==> src/clfm_pkg.sv <==
// constants and field layout for the link fault monitor
//
// Contract
// - mode high: x8 of 19.44 MHz, 155.52 MHz
// - mode low: x8 of 6.48 MHz, 51.84 MHz
// - mode floating or mid: factory test mode
// - transmit bit clock is reference times eight
// - transmit serial passes unaltered to line out
// - recovered clock drives output and samples data
// - carrier ecl low: fault, ref lock, data low
// - 512 quiet bit times: fault and ref lock
// - 64 transitions within 512 bits clears fault
// - carrier ttl low: only out of lock faults
// - open carrier input acts as ttl low
// - loop low recovers from transmit serial input
// - unconnected output pair turns its buffer off
// - unconnected transmit clock pair powers multiplier down
// - receive pll off, fault still follows carrier
package clfm_pkg;
  localparam int unsigned REF_HI_KHZ   = 19440;
  localparam int unsigned LINE_HI_KHZ  = 155520;
  localparam int unsigned REF_LO_KHZ   = 6480;
  localparam int unsigned LINE_LO_KHZ  = 51840;
  localparam int unsigned PLL_MULT     = 8;
  localparam int unsigned LOCK_PPM     = 1000;
  localparam logic [9:0]  QUIET_BITS   = 10'h200;
  localparam logic [9:0]  WIN_BITS     = 10'h200;
  localparam logic [6:0]  RECOVER_TRANS = 7'h40;
  localparam logic [16:0] TOGGLE_STEP  = 17'h00010;
  // synchroniser bit positions
  localparam int SY_REF  = 0;
  localparam int SY_MHI  = 1;
  localparam int SY_MLO  = 2;
  localparam int SY_TX_SERIAL_IN = 3;
  localparam int SY_RIN  = 4;
  localparam int SY_BCLK = 5;
  localparam int SY_CD   = 6;
  localparam int SY_CDT  = 7;
  localparam int SY_CDO  = 8;
  localparam int SY_LOOP = 9;
  localparam int SY_OOL  = 10;
  localparam int SY_TOC  = 11;
  localparam int SY_RBC  = 12;
  localparam int SY_TCC  = 13;
  localparam int SY_RCC  = 14;
  localparam int SY_RDC  = 15;
  localparam int NSYNC   = 16;
  // register map
  localparam logic [3:0] REG_STATUS = 4'h0;
  localparam logic [3:0] REG_CLEAR  = 4'h4;
  localparam logic [3:0] REG_ENABLE = 4'h8;
  localparam logic [3:0] REG_LIVE   = 4'hc;
  // status bits
  localparam int EV_CARRIER = 0;
  localparam int EV_QUIET   = 1;
  localparam int EV_UNLOCK  = 2;
  localparam int EV_RECOVER = 3;
  localparam int NEV        = 4;
  localparam logic [7:0] ENABLE_RST = 8'h00;
endpackage

==> src/clfm_top.sv <==
// link fault monitor, range select and path control
//
// Design decisions made here: the plain strobed port and the placing of the registers.
`timescale 1ns/1ns
module clfm_top
(
  input  wire logic       ref_clk,
  input  wire logic       rstn,
  input  wire logic       ref_clock_in,
  input  wire logic       mode_hi_in,
  input  wire logic       mode_lo_in,
  input  wire logic       tx_serial_in,
  input  wire logic       rx_line_in,
  input  wire logic       rcv_bit_clk_in,
  input  wire logic       carrier_detect_in,
  input  wire logic       cd_ttl_low_in,
  input  wire logic       cd_open_in,
  input  wire logic       loop_sel_in,
  input  wire logic       pll_unlocked,
  input  wire logic       tx_out_conn,
  input  wire logic       rx_buf_conn,
  input  wire logic       tx_clk_conn,
  input  wire logic       rx_clk_conn,
  input  wire logic       rx_data_conn,
  input  wire logic [3:0] reg_addr,
  input  wire logic [7:0] reg_wdata,
  input  wire logic       reg_wr,
  input  wire logic       reg_rd,
  output logic      [7:0] reg_rdata,
  output logic            irq,
  output logic            tx_bit_clock,
  output logic            tx_line_out,
  output logic            rx_buffer_out,
  output logic            rx_recovered_clk,
  output logic            rx_recovered_data,
  output logic            link_fault_n,
  output logic            range_high,
  output logic            test_mode,
  output logic            tx_pll_en,
  output logic            rx_pll_en,
  output logic            tx_buf_en,
  output logic            rx_buf_en,
  output logic            rx_ref_lock
);

  function automatic logic rise(input logic cur, input logic prev);
    rise = cur & ~prev;
  endfunction

  // two-stage synchronisers, stage one read only by stage two
  logic [clfm_pkg::NSYNC-1:0] sy1_ff;
  logic [clfm_pkg::NSYNC-1:0] sy2_ff;
  logic [clfm_pkg::NSYNC-1:0] pins;

  assign pins = {rx_data_conn, rx_clk_conn, tx_clk_conn, rx_buf_conn,
                 tx_out_conn, pll_unlocked, loop_sel_in, cd_open_in, cd_ttl_low_in, carrier_detect_in,
                 rcv_bit_clk_in, rx_line_in, tx_serial_in, mode_lo_in, mode_hi_in, ref_clock_in};

  always_ff @(posedge ref_clk or negedge rstn)
  begin
    if (!rstn)
    begin
      sy1_ff <= '0;
      sy2_ff <= '0;
    end
    else
    begin
      sy1_ff <= pins;
      sy2_ff <= sy1_ff;
    end
  end

  wire ref_s   = sy2_ff[clfm_pkg::SY_REF];
  wire mhi_s   = sy2_ff[clfm_pkg::SY_MHI];
  wire mlo_s   = sy2_ff[clfm_pkg::SY_MLO];
  wire tx_serial_in_s  = sy2_ff[clfm_pkg::SY_TX_SERIAL_IN];
  wire rin_s   = sy2_ff[clfm_pkg::SY_RIN];
  wire bclk_s  = sy2_ff[clfm_pkg::SY_BCLK];
  wire cd_s    = sy2_ff[clfm_pkg::SY_CD];
  wire cdt_s   = sy2_ff[clfm_pkg::SY_CDT];
  wire cdo_s   = sy2_ff[clfm_pkg::SY_CDO];
  wire loop_s  = sy2_ff[clfm_pkg::SY_LOOP];
  wire ool_s   = sy2_ff[clfm_pkg::SY_OOL];
  wire toc_s   = sy2_ff[clfm_pkg::SY_TOC];
  wire rbc_s   = sy2_ff[clfm_pkg::SY_RBC];
  wire tcc_s   = sy2_ff[clfm_pkg::SY_TCC];
  wire rcc_s   = sy2_ff[clfm_pkg::SY_RCC];
  wire rdc_s   = sy2_ff[clfm_pkg::SY_RDC];

  // three-level mode decode
  wire mode_hi  = mhi_s & ~mlo_s;
  wire mode_lo  = mlo_s & ~mhi_s;
  wire mode_tst = ~mode_hi & ~mode_lo;

  // power-down sensing from output pair connection
  wire tx_buf_on = toc_s;
  wire rx_buf_on = rbc_s;
  wire tx_pll_on = tcc_s;
  wire rx_pll_on = rcc_s | rdc_s;

  // carrier detect classes
  wire ttl_mode = cdt_s | cdo_s;
  wire cd_ecl_low = ~cd_s & ~ttl_mode;
  wire det_en   = ~ttl_mode & rx_pll_on;

  // recovery source: loopback, and vco bypass in test mode
  wire rx_src   = loop_s ? rin_s : tx_serial_in_s;
  wire rx_clk_src = mode_tst ? tx_serial_in_s : bclk_s;

  logic bclk_d_ff;
  logic ref_d_ff;
  wire bit_edge = rise(rx_clk_src, bclk_d_ff) & rx_pll_on;
  wire ref_edge = rise(ref_s, ref_d_ff);

  always_ff @(posedge ref_clk or negedge rstn)
  begin
    if (!rstn)
    begin
      bclk_d_ff <= 1'b0;
      ref_d_ff  <= 1'b0;
    end
    else
    begin
      bclk_d_ff <= rx_clk_src;
      ref_d_ff  <= ref_s;
    end
  end

  // transmit and receive buffer paths, delayed by the synchroniser and one output register
  logic tx_line_ff;
  logic rx_buf_ff;
  always_ff @(posedge ref_clk or negedge rstn)
  begin
    if (!rstn)
    begin
      tx_line_ff <= 1'b0;
      rx_buf_ff  <= 1'b0;
    end
    else
    begin
      tx_line_ff <= tx_buf_on & tx_serial_in_s;
      rx_buf_ff  <= rx_buf_on & rin_s;
    end
  end
  assign tx_line_out   = tx_line_ff;
  assign rx_buffer_out = rx_buf_ff;

  // transmit multiplier: measure ref period, toggle 16 times per period
  logic [15:0] per_cnt_ff;
  logic [15:0] period_ff;
  logic [16:0] acc_ff;
  logic        tx_bit_clock_ff;
  wire  [15:0] nxt_per_cnt = ref_edge ? 16'h0000 : per_cnt_ff + 16'h0001;
  wire  [16:0] acc_sum = acc_ff + clfm_pkg::TOGGLE_STEP;
  wire         tog     = (period_ff != 16'h0000) & (acc_sum >= {1'b0, period_ff});
  wire  [16:0] nxt_acc = tog ? acc_sum - {1'b0, period_ff} : acc_sum;

  always_ff @(posedge ref_clk or negedge rstn)
  begin
    if (!rstn)
    begin
      per_cnt_ff <= '0;
      period_ff  <= '0;
    end
    else
    begin
      per_cnt_ff <= nxt_per_cnt;
      if (ref_edge)
        period_ff <= per_cnt_ff + 16'h0001;
    end
  end

  always_ff @(posedge ref_clk or negedge rstn)
  begin
    if (!rstn)
    begin
      acc_ff  <= '0;
      tx_bit_clock_ff <= 1'b0;
    end
    else if (!tx_pll_on)
    begin
      acc_ff  <= '0;
      tx_bit_clock_ff <= 1'b0;
    end
    else
    begin
      acc_ff <= nxt_acc;
      if (tog)
        tx_bit_clock_ff <= ~tx_bit_clock_ff;
    end
  end
  assign tx_bit_clock = tx_bit_clock_ff;

  // transition detector
  logic       last_src_ff;
  logic [9:0] quiet_cnt_ff;
  logic       quiet_ff;
  logic [9:0] win_cnt_ff;
  logic [6:0] trans_cnt_ff;
  wire        trans = bit_edge & (rx_src != last_src_ff);

  wire [9:0] nxt_quiet_cnt = (trans | ~det_en) ? 10'h000 :
                             (bit_edge & (quiet_cnt_ff != clfm_pkg::QUIET_BITS)) ?
                             quiet_cnt_ff + 10'h001 : quiet_cnt_ff;
  wire       quiet_hit = det_en & (nxt_quiet_cnt == clfm_pkg::QUIET_BITS);

  wire       win_end   = bit_edge & (win_cnt_ff + 10'h001 == clfm_pkg::WIN_BITS);
  wire [6:0] trans_inc = trans ? trans_cnt_ff + 7'h01 : trans_cnt_ff;
  wire       recover   = quiet_ff & (trans_inc == clfm_pkg::RECOVER_TRANS);
  wire       nxt_quiet = det_en & ((quiet_ff & ~recover) | (quiet_hit & ~quiet_ff));

  always_ff @(posedge ref_clk or negedge rstn)
  begin
    if (!rstn)
    begin
      last_src_ff  <= 1'b0;
      quiet_cnt_ff <= '0;
      quiet_ff     <= 1'b0;
    end
    else
    begin
      if (bit_edge)
        last_src_ff <= rx_src;
      quiet_cnt_ff <= recover ? 10'h000 : nxt_quiet_cnt;
      quiet_ff     <= nxt_quiet;
    end
  end

  // recovery window only runs while the quiet fault stands
  always_ff @(posedge ref_clk or negedge rstn)
  begin
    if (!rstn)
    begin
      win_cnt_ff   <= '0;
      trans_cnt_ff <= '0;
    end
    else if (!quiet_ff | recover | win_end)
    begin
      win_cnt_ff   <= '0;
      trans_cnt_ff <= '0;
    end
    else if (bit_edge)
    begin
      win_cnt_ff   <= win_cnt_ff + 10'h001;
      trans_cnt_ff <= trans_inc;
    end
  end

  // out of lock only counts while the receive pll runs
  wire unlocked = ool_s & rx_pll_on;
  wire fault    = cd_ecl_low | quiet_ff | unlocked;
  wire ref_lock = cd_ecl_low | quiet_ff;

  logic lfn_ff;
  logic rclk_ff;
  logic rdata_ff;
  always_ff @(posedge ref_clk or negedge rstn)
  begin
    if (!rstn)
    begin
      lfn_ff   <= 1'b0;
      rclk_ff  <= 1'b0;
      rdata_ff <= 1'b0;
    end
    else
    begin
      lfn_ff  <= ~fault;
      rclk_ff <= rx_pll_on & rx_clk_src;
      if (!rx_pll_on | cd_ecl_low)
        rdata_ff <= 1'b0;
      else if (bit_edge)
        rdata_ff <= rx_src;
    end
  end
  assign link_fault_n      = lfn_ff;
  assign rx_recovered_clk  = rclk_ff;
  assign rx_recovered_data = rdata_ff;

  // status pins registered; they leave the chip and must not glitch
  logic range_ff;
  logic test_ff;
  logic tx_pll_ff;
  logic rx_pll_ff;
  logic tx_bufen_ff;
  logic rx_bufen_ff;
  logic ref_lock_ff;
  always_ff @(posedge ref_clk or negedge rstn)
  begin
    if (!rstn)
    begin
      range_ff    <= 1'b0;
      test_ff     <= 1'b0;
      tx_pll_ff   <= 1'b0;
      rx_pll_ff   <= 1'b0;
      tx_bufen_ff <= 1'b0;
      rx_bufen_ff <= 1'b0;
      ref_lock_ff <= 1'b0;
    end
    else
    begin
      range_ff    <= mode_hi;
      test_ff     <= mode_tst;
      tx_pll_ff   <= tx_pll_on;
      rx_pll_ff   <= rx_pll_on;
      tx_bufen_ff <= tx_buf_on;
      rx_bufen_ff <= rx_buf_on;
      ref_lock_ff <= ref_lock;
    end
  end
  assign range_high  = range_ff;
  assign test_mode   = test_ff;
  assign tx_pll_en   = tx_pll_ff;
  assign rx_pll_en   = rx_pll_ff;
  assign tx_buf_en   = tx_bufen_ff;
  assign rx_buf_en   = rx_bufen_ff;
  assign rx_ref_lock = ref_lock_ff;

  // event capture: set beats clear in the same cycle
  logic               cdl_d_ff;
  logic               ool_d_ff;
  logic               lfn_d_ff;
  logic [clfm_pkg::NEV-1:0] status_ff;
  logic [7:0]         enable_ff;
  logic [7:0]         rdata_q_ff;
  logic [clfm_pkg::NEV-1:0] ev;

  assign ev[clfm_pkg::EV_CARRIER] = rise(cd_ecl_low, cdl_d_ff);
  assign ev[clfm_pkg::EV_QUIET]   = nxt_quiet & ~quiet_ff;
  assign ev[clfm_pkg::EV_UNLOCK]  = rise(unlocked, ool_d_ff);
  assign ev[clfm_pkg::EV_RECOVER] = rise(lfn_ff, lfn_d_ff);

  wire sel_clear  = reg_wr & (reg_addr == clfm_pkg::REG_CLEAR);
  wire sel_enable = reg_wr & (reg_addr == clfm_pkg::REG_ENABLE);
  wire [clfm_pkg::NEV-1:0] clr_mask = sel_clear ? reg_wdata[clfm_pkg::NEV-1:0] : '0;
  wire [clfm_pkg::NEV-1:0] nxt_status = (status_ff & ~clr_mask) | ev;

  wire [7:0] live = {1'b0,
                     mode_hi,
                     mode_tst,
                     ttl_mode,
                     cd_ecl_low,
                     quiet_ff,
                     unlocked,
                     lfn_ff};
  wire [7:0] rd_mux = (reg_addr == clfm_pkg::REG_STATUS) ? {4'h0, status_ff} :
                      (reg_addr == clfm_pkg::REG_ENABLE) ? enable_ff :
                      (reg_addr == clfm_pkg::REG_LIVE)   ? live : 8'h00;

  always_ff @(posedge ref_clk or negedge rstn)
  begin
    if (!rstn)
    begin
      cdl_d_ff <= 1'b1;                        // carrier reads lost until synced
      ool_d_ff <= 1'b0;
      lfn_d_ff <= 1'b0;
    end
    else
    begin
      cdl_d_ff <= cd_ecl_low;
      ool_d_ff <= unlocked;
      lfn_d_ff <= lfn_ff;
    end
  end

  always_ff @(posedge ref_clk or negedge rstn)
  begin
    if (!rstn)
    begin
      status_ff  <= '0;
      enable_ff  <= clfm_pkg::ENABLE_RST;
      rdata_q_ff <= 8'h00;
    end
    else
    begin
      status_ff <= nxt_status;
      if (sel_enable)
        enable_ff <= reg_wdata;
      rdata_q_ff <= reg_rd ? rd_mux : 8'h00;
    end
  end

  assign reg_rdata = rdata_q_ff;
  assign irq = |(status_ff & enable_ff[clfm_pkg::NEV-1:0]);

endmodule

==> config.mk <==
export PLATFORM = sky130hd
export DESIGN_NAME = clfm_top
export DESIGN_NICKNAME = d
export VERILOG_FILES = /design/src/clfm_pkg.sv /design/src/clfm_top.sv
export SDC_FILE = /design/constraint.sdc
export NUM_CORES = 1
export LEC_CHECK = 0
export CAP_MARGIN = 15
export CORE_MARGIN = 4
export CORE_UTILIZATION = 55
export CTS_CLUSTER_SIZE = 12
export DETAILED_ROUTE_END_ITERATION = 7
export DONT_BUFFER_PORTS = 1
export PLACE_DENSITY = 0.76
export SLEW_MARGIN = 10
export SYNTH_ARGS = -nofsm -noshare
export SYNTH_HDL_FRONTEND = slang
export SYNTH_SLANG_ARGS = --single-unit
==> constraint.sdc <==
create_clock -name ref_clk -period 9.2 [get_ports ref_clk]
set_input_delay 0.46 -clock ref_clk [delete_from_list [all_inputs] [get_ports ref_clk]]
set_output_delay 0.46 -clock ref_clk [all_outputs]
set_load 0.005 [all_outputs]
==> flow_metrics.py, run 1 <==
metrics = {
    "run_status": {
        "status": "completed",
    },
    "timing": {
        "rsz0062_at_grt": "false",
        "period_minus_slack_ns": 3.68,
        "setup_viol": 0,
        "finalCritPeriodShare_pct": 40.0,
        "hold_violations": 0,
        "fin_skew_ns": 0.00662,
        "worstMarginPinSlew_ns": 1.16,
        "finalSetupTns_ns": 0,
        "fmax_ghz": 0.272,
        "drv_slew": 0,
        "final.setup.worst_slack_ns": 5.52,
        "maxSlewHeadroom_pct": 22.1,
    },
    "pwr": {
        "p_leak_nw": 3.53,
        "power_density_nw_per_um2": 282,
        "irDropWorstVdd_mv": 0.159,
    },
    "synth": {
        "yosysUniqueCellTypes": 69,
        "synth_edf_count": 0,
        "ys_ff_latch": 148,
        "yosys-top-cells-area": "dfrtp_1 (50%), xor2_1 (4.4%), ha_1 (4.1%)",
        "synth_fp_nets": 778,
        "synth_most_common_cell": "dfrtp_1",
        "synthTopCellsByCount": "dfrtp_1 (147), nor2_1 (71), nand2_1 (66)",
        "yosysWarnings": 0,
        "syn_inst": 721,
        "async_flop_share_pct": 100,
        "syn_area_um2": 7330,
        "syn_avg_cell_area_um2": 10.2,
        "yosysSeqAreaShare_pct": 50.5,
        "yosysTopAreaCellShare_pct": 50.2,
        "ys.flop_type": "dfrtp_1",
        "yosysTopAreaCell": "dfrtp_1",
    },
    "worst_setup_path": {
        "max_stage_delay_ns": 0.79,
        "cp-end-kind": "flip-flop",
        "critPathMaxFanout": 11,
        "crit_chain": "ha_1 > nand3_1 > xnor2_1 > ha_1 > a21oi_1 > nand4_1 > a32oi_1 > nand2_1 > a211oi_1",
        "cp.required_ns": 9.52,
        "reg2reg_depth": 9,
        "worstSetupStartpointType": "flip-flop",
        "crit_buf_inv": 0,
        "arrival_ns": 4.00,
        "cpMostUsedCell": "ha_1",
        "path_depth": 9,
        "cpMaxStageDelayCell": "a32oi_1",
        "worst-setup-path-type": "flip-flop to flip-flop",
        "path_delay_family": "compound AO/OA/AOI/OAI gates",
    },
    "global_route": {
        "grt_pass1_vias": 5212,
        "grt_max_degree": 149,
        "gr-usage-met2_pct": 32.5,
        "grt.met3_usage_pct": 5.67,
        "use_met1_pct": 31.8,
        "track_usage_pct": 22.1,
        "antenna_found_initial": 0,
        "overflow": 0,
        "grt_pass1_wl_mm": 26.2,
        "busiest_layer": "met2",
    },
    "routing": {
        "postRouteAntennaNets": 0,
        "wl_mm": 15.4,
        "drc_errors": 0,
        "drt_iter0_markers": 515,
        "num_vias": 5454,
        "drt-wirelength-per-cell_um": 17.0,
        "firstDrtPassIters": 5,
        "avgViaCountPerCell": 6.01,
    },
    "clock_tree": {
        "cts_buffer_depth": 2,
        "htree_levels": 4,
        "cts_buffers": 17,
        "post_cts_resized": 0,
        "path_clk_slew_ns": 0.06,
        "cts_tree": "built",
        "worst_skew_pair.late_latency_ns": 0.42,
        "cts-root-buf": "clkbuf_16",
        "cts_num_sinks": 148,
    },
    "placed_design": {
        "gp_congestion": 0.905,
        "dp_cells": 873,
        "dp_hpwl_mm": 10.7,
        "portBuffers": 0,
        "place_ws_ns": 5.62,
    },
    "floorplanning": {
        "core-area_um2": 12800,
        "die-area_um2": 15200,
        "ios": 54,
        "die_h_um": 123,
        "start_util_pct": 57.2,
        "die_w_um": 123,
        "rows": 41,
    },
    "finish": {
        "drive_gt1_share_pct": 8.44,
        "stdcell_count": 907,
        "nets": 779,
        "syn_to_final_growth_pct": 11.7,
        "final_util_pct": 63.8,
        "antenna_cells": 0,
    },
    "hold_path": {
        "min_path_type": "input port to asynchronous set/reset pin",
    },
    "job": {
        "max_cap_viol_count": 0,
    },
}
-- cell type report --
cell class,instances,area [µm²]
inverters,33,124
flip-flops and latches,148,3700
multi-input cells,518,3400
well taps,172,215
fillers,1046,4640
repair buffers,4,50.0
clock buffers,19,443
clock inverters,13,245
-- state kept, by name, summed over array words and instances (netlist names), 4 cells and up --
| signal | flops |
|---|---|
| reg_rdata | 8 |
| per_cnt_ff | 16 |
| quiet_cnt_ff | 10 |
| period_ff | 16 |
| status_ff | 4 |
| enable_ff | 8 |
| trans_cnt_ff | 7 |
| sy1_ff | 16 |
| acc_ff | 17 |
| sy2_ff | 16 |
| win_cnt_ff | 10 |
-- cells in the final DEF (no fill, tap or decap), types with 8 or more instances in the layout --
cell type,Yosys,layout
dfrtp_1,147,147
nor2_1,71,71
nand2_1,66,66
xor2_1,37,37
inv_1,33,33
a21oi_1,31,31
nor3_1,31,30
nand3_1,29,29
o21ai_0,29,29
xnor2_1,26,26
ha_1,24,24
clkbuf_16,0,17
nand4_1,16,16
a211oi_1,13,13
mux2i_1,11,11
nor4_1,10,10
a31oi_1,8,8
and3_1,8,8
and4_1,8,8
mux2_2,8,8
-- worst paths after layout --
check                           slack [ns]              end          from
min in group ref_clk                  0.06       sy1_ff[10]  pll_unlocked
worst min register to register        0.35        sy2_ff[9]     sy1_ff[9]
worst min-delay path                 0.007  quiet_cnt_ff[3]          rstn
worst max-delay path                  5.52       acc_ff[13]     acc_ff[4]
max in group asynchronous             8.64     period_ff[6]          rstn
worst max register to register        5.52       acc_ff[13]     acc_ff[4]
-- stage by stage --
step	instance area, µm²	hold WS (ns)	total power (W)
after floorplan	7330	0.164	0.00133
after global placement	7460	0.171	0.00147
after detailed placement	7460	0.171	0.00149
after CTS	8180	0.0319	0.00231
after global routing	8190	0.0294	0.00244
final	8190	0.00696	0.00231
-- cell families (layout without fill, tap and decap cells) --
group	after synthesis	count (layout)	share of synthesized area [%]
flip-flops	148	148	50.5
buffers and inverters	55	69	3.09
adder cells (fa/ha/maj)	25	25	4.37
XOR/XNOR	63	63	7.53
multiplexers	20	20	2.92
AND/OR/NAND/NOR	276	276	19.1
AO/OA/AOI/OAI	134	134	12.5
-- routing by layer --
layer	up-vias	routed length, µm
met1	2658	7220
met4	0	223
met2	200	7010
met5	-	0
li1	2575	-
met3	21	973
-- power breakdown --
group          switching (W)  leakage, nW  total (W)  internal, W
Clock               0.000283        0.332   0.000805     0.000522
Combinational       0.000451         1.29   0.000732     0.000281
Sequential         0.0000551         1.90   0.000773     0.000718
Total               0.000788         3.53    0.00231      0.00152
-- repair_timing --
action                    4_1_cts  5_1_grt
hold buffers                    1        0
buffers inserted                0        0
hold endpoints to repair      148        0
Note: power is estimated with default switching activity, not from simulation.
==> run 2: changes to the inputs <==
PLACE_DENSITY = 0.79   (was 0.76)
clock period = 3.1 ns   (was 9.2 ns; I/O delays follow)
==> run 2 against run 1 <==
  * Core utilization rose by 3.7 points
  * Clock skew rose by 0.0030 ns
  * Critical endpoint is now acc_ff[6]
  * Combinational power rose to 3.5 times the previous value
  * Highest routed layer unchanged
  * The flow now finishes with violations (negative hold slack)
  * Largest cell class unchanged
  * Setup slack got worse by 5.5 ns
==> flow_metrics.py, run 2 (synthesis results as in run 1) <==
metrics = {
    "run_status": {
        "status": "finished, violations left",
        "violations": "negative hold slack",
    },
    "finish": {
        "fillCellCount": 995,
        "drive_gt1_share_pct": 12.6,
        "final_common_cell": "dfrtp_1",
        "final_area_um2": 8660,
        "top_register": "acc_ff",
        "multi_input_area_um2": 3510,
        "nets": 827,
        "stdcell_count": 955,
        "antenna_cells": 0,
        "final_util_pct": 67.5,
        "register_area_um2": 3700,
        "syn_to_final_growth_pct": 18.1,
        "largest_register_ffs": 17,
        "layout_common_cells": "dfrtp_1 (147), nor2_1 (70), nand2_1 (65), xor2_1 (36), inv_1 (33)",
    },
    "clock_tree": {
        "htree_levels": 4,
        "cts_buffer_depth": 2,
        "cts_tree": "built",
        "cts_hold_buf": 30,
        "worst_skew_pair.late_latency_ns": 0.43,
        "cts_buffers": 17,
        "cts-root-buf": "clkbuf_16",
        "path_clk_slew_ns": 0.06,
        "cts_num_sinks": 148,
    },
    "pwr": {
        "combPwrFrac_pct": 36.9,
        "power.share.clock_pct": 29.8,
        "p_int_w": 0.00443,
        "irDropWorstVdd_mv": 0.397,
        "power_density_nw_per_um2": 795,
        "net-switching-power_w": 0.00246,
        "seqPwrFrac_pct": 33.3,
        "finalPower_w": 0.00688,
        "sw_frac_of_total_pct": 35.7,
        "p_leak_nw": 3.72,
    },
    "routing": {
        "firstDrtPassIters": 5,
        "drt_iter0_markers": 452,
        "num_vias": 5679,
        "drt-wirelength-per-cell_um": 17.6,
        "wl_mm": 16.8,
        "avgViaCountPerCell": 5.95,
        "drc_errors": 0,
        "postRouteAntennaNets": 0,
    },
    "hold_path": {
        "min_path_type": "input port to asynchronous set/reset pin",
    },
    "placed_design": {
        "gp_congestion": 0.919,
        "portBuffers": 0,
        "post_dp_cell_area_um2": 7610,
        "dp_hpwl_mm": 11.5,
        "dp_cells": 888,
    },
    "global_route": {
        "grt_max_degree": 149,
        "antenna_found_initial": 0,
        "grt_pass1_wl_mm": 27.8,
        "track_usage_pct": 23.5,
        "overflow": 0,
        "grt_pass1_vias": 5629,
    },
    "timing": {
        "maxSlewHeadroom_pct": 26.3,
        "hold_violations": 148,
        "period_minus_slack_ns": 3.03,
        "finalCritPeriodShare_pct": 97.8,
        "worstMarginPinSlew_ns": 1.10,
        "rsz0062_at_grt": "true",
        "hold_ws_ns": -0.577,
        "fin_skew_ns": 0.00964,
        "setup_viol": 0,
        "drv_slew": 0,
        "fmax_ghz": 0.330,
    },
    "worst_setup_path": {
        "arrival_ns": 3.35,
        "cp.required_ns": 3.42,
        "cp-end-kind": "flip-flop",
        "critPathMaxFanout": 9,
        "worstSetupStartpointType": "flip-flop",
        "worst-setup-path-type": "flip-flop to flip-flop",
    },
    "job": {
        "max_cap_viol_count": 0,
    },
    "floorplanning": {
        "ios": 54,
        "start_util_pct": 57.2,
        "die-area_um2": 15200,
        "core-area_um2": 12800,
        "die_h_um": 123,
        "die_w_um": 123,
        "rows": 41,
    },
}
-- run 2: cell types whose count changed in the layout (fill, tap and decap cells not counted), moves of 3 or more --
cell and change:
dlygate4sd3_1 +30, bufinv_16 -4, ha_1 -4, buf_4 +16
buf_12 +3, inv_6 +4
-- run 2: layout make-up --
type | count | area share (%)
flip-flops and latches | 148 | 42.8
multi-input cells | 518 | 40.6
clock inverters | 15 | 1.97
repair buffers | 52 | 5.81
clock buffers | 17 | 4.91
well taps | 172 | 2.49
inverters | 33 | 1.43
-- run 2: layer usage --
metal / GRT usage (%) / routed length [µm] / part of all wire, %
met1: 31.1 / 7350 / 44
met4: 9.00 / 371 / 2.2
met2: 37.5 / 8050 / 48
met5: 0 / 0 / 0
met3: 5.81 / 1030 / 6.1
-- run 2: power by group through the flow --
stage          Clock, W  Combinational (W)  Sequential [W]
3_3_place_gp          0            0.00219         0.00231
6_report        0.00205            0.00254         0.00229
3_5_place_dp          0            0.00227         0.00231
5_1_grt         0.00218            0.00277         0.00232
4_1_cts         0.00208            0.00233         0.00228
2_1_floorplan         0            0.00167         0.00227
-- run 2: metrics by stage --
stage | setup slack (ns) | TNS (ns)
final | 0.0684 | 0
after global routing | -0.116 | -1.06
after CTS | 0.00612 | 0
after detailed placement | -0.0938 | -0.444
after global placement | 0.103 | 0
after floorplan | 0.0742 | 0
-- run 2: final timing paths --
kind                        startpoint              end  slack, ns  cells past startpoint
setup reg to reg             acc_ff[4]        acc_ff[6]       0.07                     11
min in group ref_clk       reg_addr[3]     reg_rdata[1]       0.05                      4
hold / removal                    rstn  quiet_cnt_ff[1]      -0.58                      0
max in group asynchronous         rstn         cdl_d_ff       3.48                      0
setup / recovery             acc_ff[4]        acc_ff[6]       0.07                     11
hold reg to reg              sy1_ff[7]        sy2_ff[7]       0.35                      0
-- run 2: repair_timing --
item,4_1_cts,5_1_grt
setup endpoints to repair,9,18
pin swaps,0,5
resized for setup,2,22
setup buffers,0,5
endpoints found under the hold margin,184,148
-- run 2: worst max-delay path, cell delays in order (launching register included) --
cell      delay, ns
dfrtp_1        0.40
buf_4          0.16
nand3_1        0.16
nor4_2         0.37
xor2_1         0.16
ha_1           0.40
nand3_2        0.16
nor3_1         0.34
a32o_1         0.29
buf_4          0.18
nor3_1         0.06
a211oi_1       0.23
==> run 3: changes to the inputs <==
CORE_UTILIZATION = 30   (was 55)
PLACE_DENSITY = 0.51   (was 0.79)
==> run 3 against run 2 <==
  * The flow still finishes with violations (negative hold slack)
  * Count of clock-buffer cells in the layout grew 1
  * Non-clock buffer count grew 10
  * Core utilization fell by 30 points
  * Worst hold slack lost 0.010 ns
  * Routed wire length rose by 1.3%
  * Sequential power is essentially flat
  * Final area rose by 3.2%
  * Clock power grew 2%
==> flow_metrics.py, run 3 (synthesis results as in run 1) <==
metrics = {
    "timing": {
        "final.setup.worst_slack_ns": 0.102,
        "finalSetupTns_ns": 0,
        "fmax_ghz": 0.334,
        "maxSlewHeadroom_pct": 40.3,
        "hold_ws_ns": -0.587,
        "drv_slew": 0,
        "fin_skew_ns": 0.0109,
        "worstMarginPinSlew_ns": 0.895,
        "finalCritPeriodShare_pct": 96.7,
        "setup_viol": 0,
        "hold_violations": 148,
        "period_minus_slack_ns": 3.00,
    },
    "finish": {
        "final_area_um2": 8940,
        "drive_gt1_share_pct": 14.1,
        "top_register": "acc_ff",
        "nets": 837,
        "antenna_cells": 0,
        "layout_common_cells": "dfrtp_1 (147), nor2_1 (70), nand2_1 (65), xor2_1 (34), inv_1 (33)",
        "largest_register_ffs": 17,
        "final_common_cell": "dfrtp_1",
        "fillCellCount": 2344,
        "syn_to_final_growth_pct": 21.9,
    },
    "clock_tree": {
        "cts_buffers": 17,
        "cts_num_sinks": 148,
        "cts-root-buf": "clkbuf_16",
        "worst_skew_pair.late_latency_ns": 0.43,
        "cts_hold_buf": 29,
        "htree_levels": 4,
        "path_clk_slew_ns": 0.07,
        "cts_tree": "built",
        "cts_buffer_depth": 2,
    },
    "floorplanning": {
        "start_util_pct": 30.9,
        "rows": 56,
        "ios": 54,
        "die_h_um": 164,
        "die_w_um": 164,
        "core-area_um2": 23800,
        "die-area_um2": 27000,
    },
    "routing": {
        "num_vias": 5417,
        "postRouteAntennaNets": 0,
        "drt_iter0_markers": 331,
        "met2_wirelength_mm": 7.20,
        "m1WireLength_mm": 8.79,
        "avgViaCountPerCell": 4.87,
        "firstDrtPassIters": 5,
        "drt-wirelength-per-cell_um": 15.3,
        "wl_met3_um": 724,
        "drc_errors": 0,
        "wl_mm": 17.0,
        "top_layer_used": "met4",
    },
    "global_route": {
        "grt_pass1_wl_mm": 28.4,
        "track_usage_pct": 13.3,
        "grt_pass1_vias": 5449,
        "overflow": 0,
        "antenna_found_initial": 0,
        "grt_max_degree": 149,
    },
    "pwr": {
        "power_density_nw_per_um2": 774,
        "p_leak_nw": 3.79,
        "finalPower_w": 0.00692,
        "irDropWorstVdd_mv": 0.343,
    },
    "placed_design": {
        "post_dp_cell_area_um2": 7820,
        "portBuffers": 0,
        "dp_hpwl_mm": 12.0,
        "gp_congestion": 0.849,
        "place_ws_ns": 0.0366,
    },
    "worst_setup_path": {
        "cp.required_ns": 3.43,
        "r2r-start": "acc_ff[4]",
        "max_stage_delay_ns": 0.40,
        "cp-end-kind": "flip-flop",
        "cpMostUsedCell": "buf_4",
        "reg2reg_depth": 13,
        "worstReg2RegEnd": "tx_bit_clock",
        "r2r_setup_slack_ns": 0.10,
        "crit_chain": "buf_4 > nand3_2 > nor4_4 > xor2_1 > ha_1 > nand3_2 > nor4_4 > buf_4 > o31ai_4 > buf_4 > buf_4 > a21o_1 > a21oi_1",
        "worst-setup-path-type": "flip-flop to flip-flop",
        "path_delay_family": "simple AND/OR/NAND/NOR gates",
        "cpMaxStageDelayCell": "dfrtp_1",
        "crit_buf_inv": 4,
        "arrival_ns": 3.33,
        "worstSetupStartpointType": "flip-flop",
        "critPathMaxFanout": 5,
    },
    "run_status": {
        "violations": "negative hold slack",
        "status": "finished, violations left",
    },
    "hold_path": {
        "min_path_type": "input port to asynchronous set/reset pin",
    },
    "job": {
        "max_cap_viol_count": 0,
    },
}
==> run 3: cell count changes in the layout (fill, tap and decap cells not counted), moves of 2 or more <==
| cell | before | now |
|---|---|---|
| a2111oi_2 | 2 | 0 |
| buf_4 | 19 | 30 |
| ha_1 | 20 | 22 |
| inv_6 | 6 | 4 |
| inv_8 | 1 | 4 |
| xor2_1 | 36 | 34 |
| xor2_2 | 1 | 3 |
==> run 3: final cells by class <==
cell class | instances | area [µm²] | share of cell area [%]
flip-flops and latches | 148 | 3700 | 41.5
multi-input cells | 518 | 3550 | 39.7
repair buffers | 62 | 561 | 6.27
clock buffers | 18 | 439 | 4.91
well taps | 319 | 399 | 4.47
clock inverters | 14 | 160 | 1.79
inverters | 33 | 124 | 1.39
==> run 3: worst max-delay path by stage <==
stage          startpoint  slack (ns)  cells after the start      endpoint
2_1_floorplan   acc_ff[4]        0.07                     14    acc_ff[11]
3_3_place_gp    acc_ff[4]        0.08                     13     acc_ff[4]
3_5_place_dp    acc_ff[4]        0.04                     12     acc_ff[8]
4_1_cts         acc_ff[4]       0.005                     12     acc_ff[8]
5_1_grt         acc_ff[4]       -0.02                     13  tx_bit_clock
6_report        acc_ff[4]        0.10                     13  tx_bit_clock
==> run 3: routing by layer <==
metal	vias up	GRT usage, %
met5	-	0
met2	95	18.6
li1	2692	-
met4	0	5.26
met1	2609	19.8
met3	21	3.11
==> run 3: metrics by stage <==
step,utilization [%],std cells
2_1_floorplan,-,721
3_3_place_gp,32.9,1042
3_5_place_dp,32.9,1042
4_1_cts,36.7,1103
5_1_grt,37.6,1112
6_report,37.6,1112
==> run 3: power breakdown <==
part	total (W)	leakage, nW	switching [W]	internal [W]
clock network	0.00209	0.293	0.000919	0.00117
registers	0.00229	1.90	0.000157	0.00213
logic	0.00254	1.60	0.00143	0.00111
total	0.00692	3.79	0.00251	0.00441
==> run 3: what timing repair did <==
action,CTS,global route
resized for setup,0,27
hold endpoints to repair,184,148
setup endpoints to repair,0,20
setup buffers,0,8
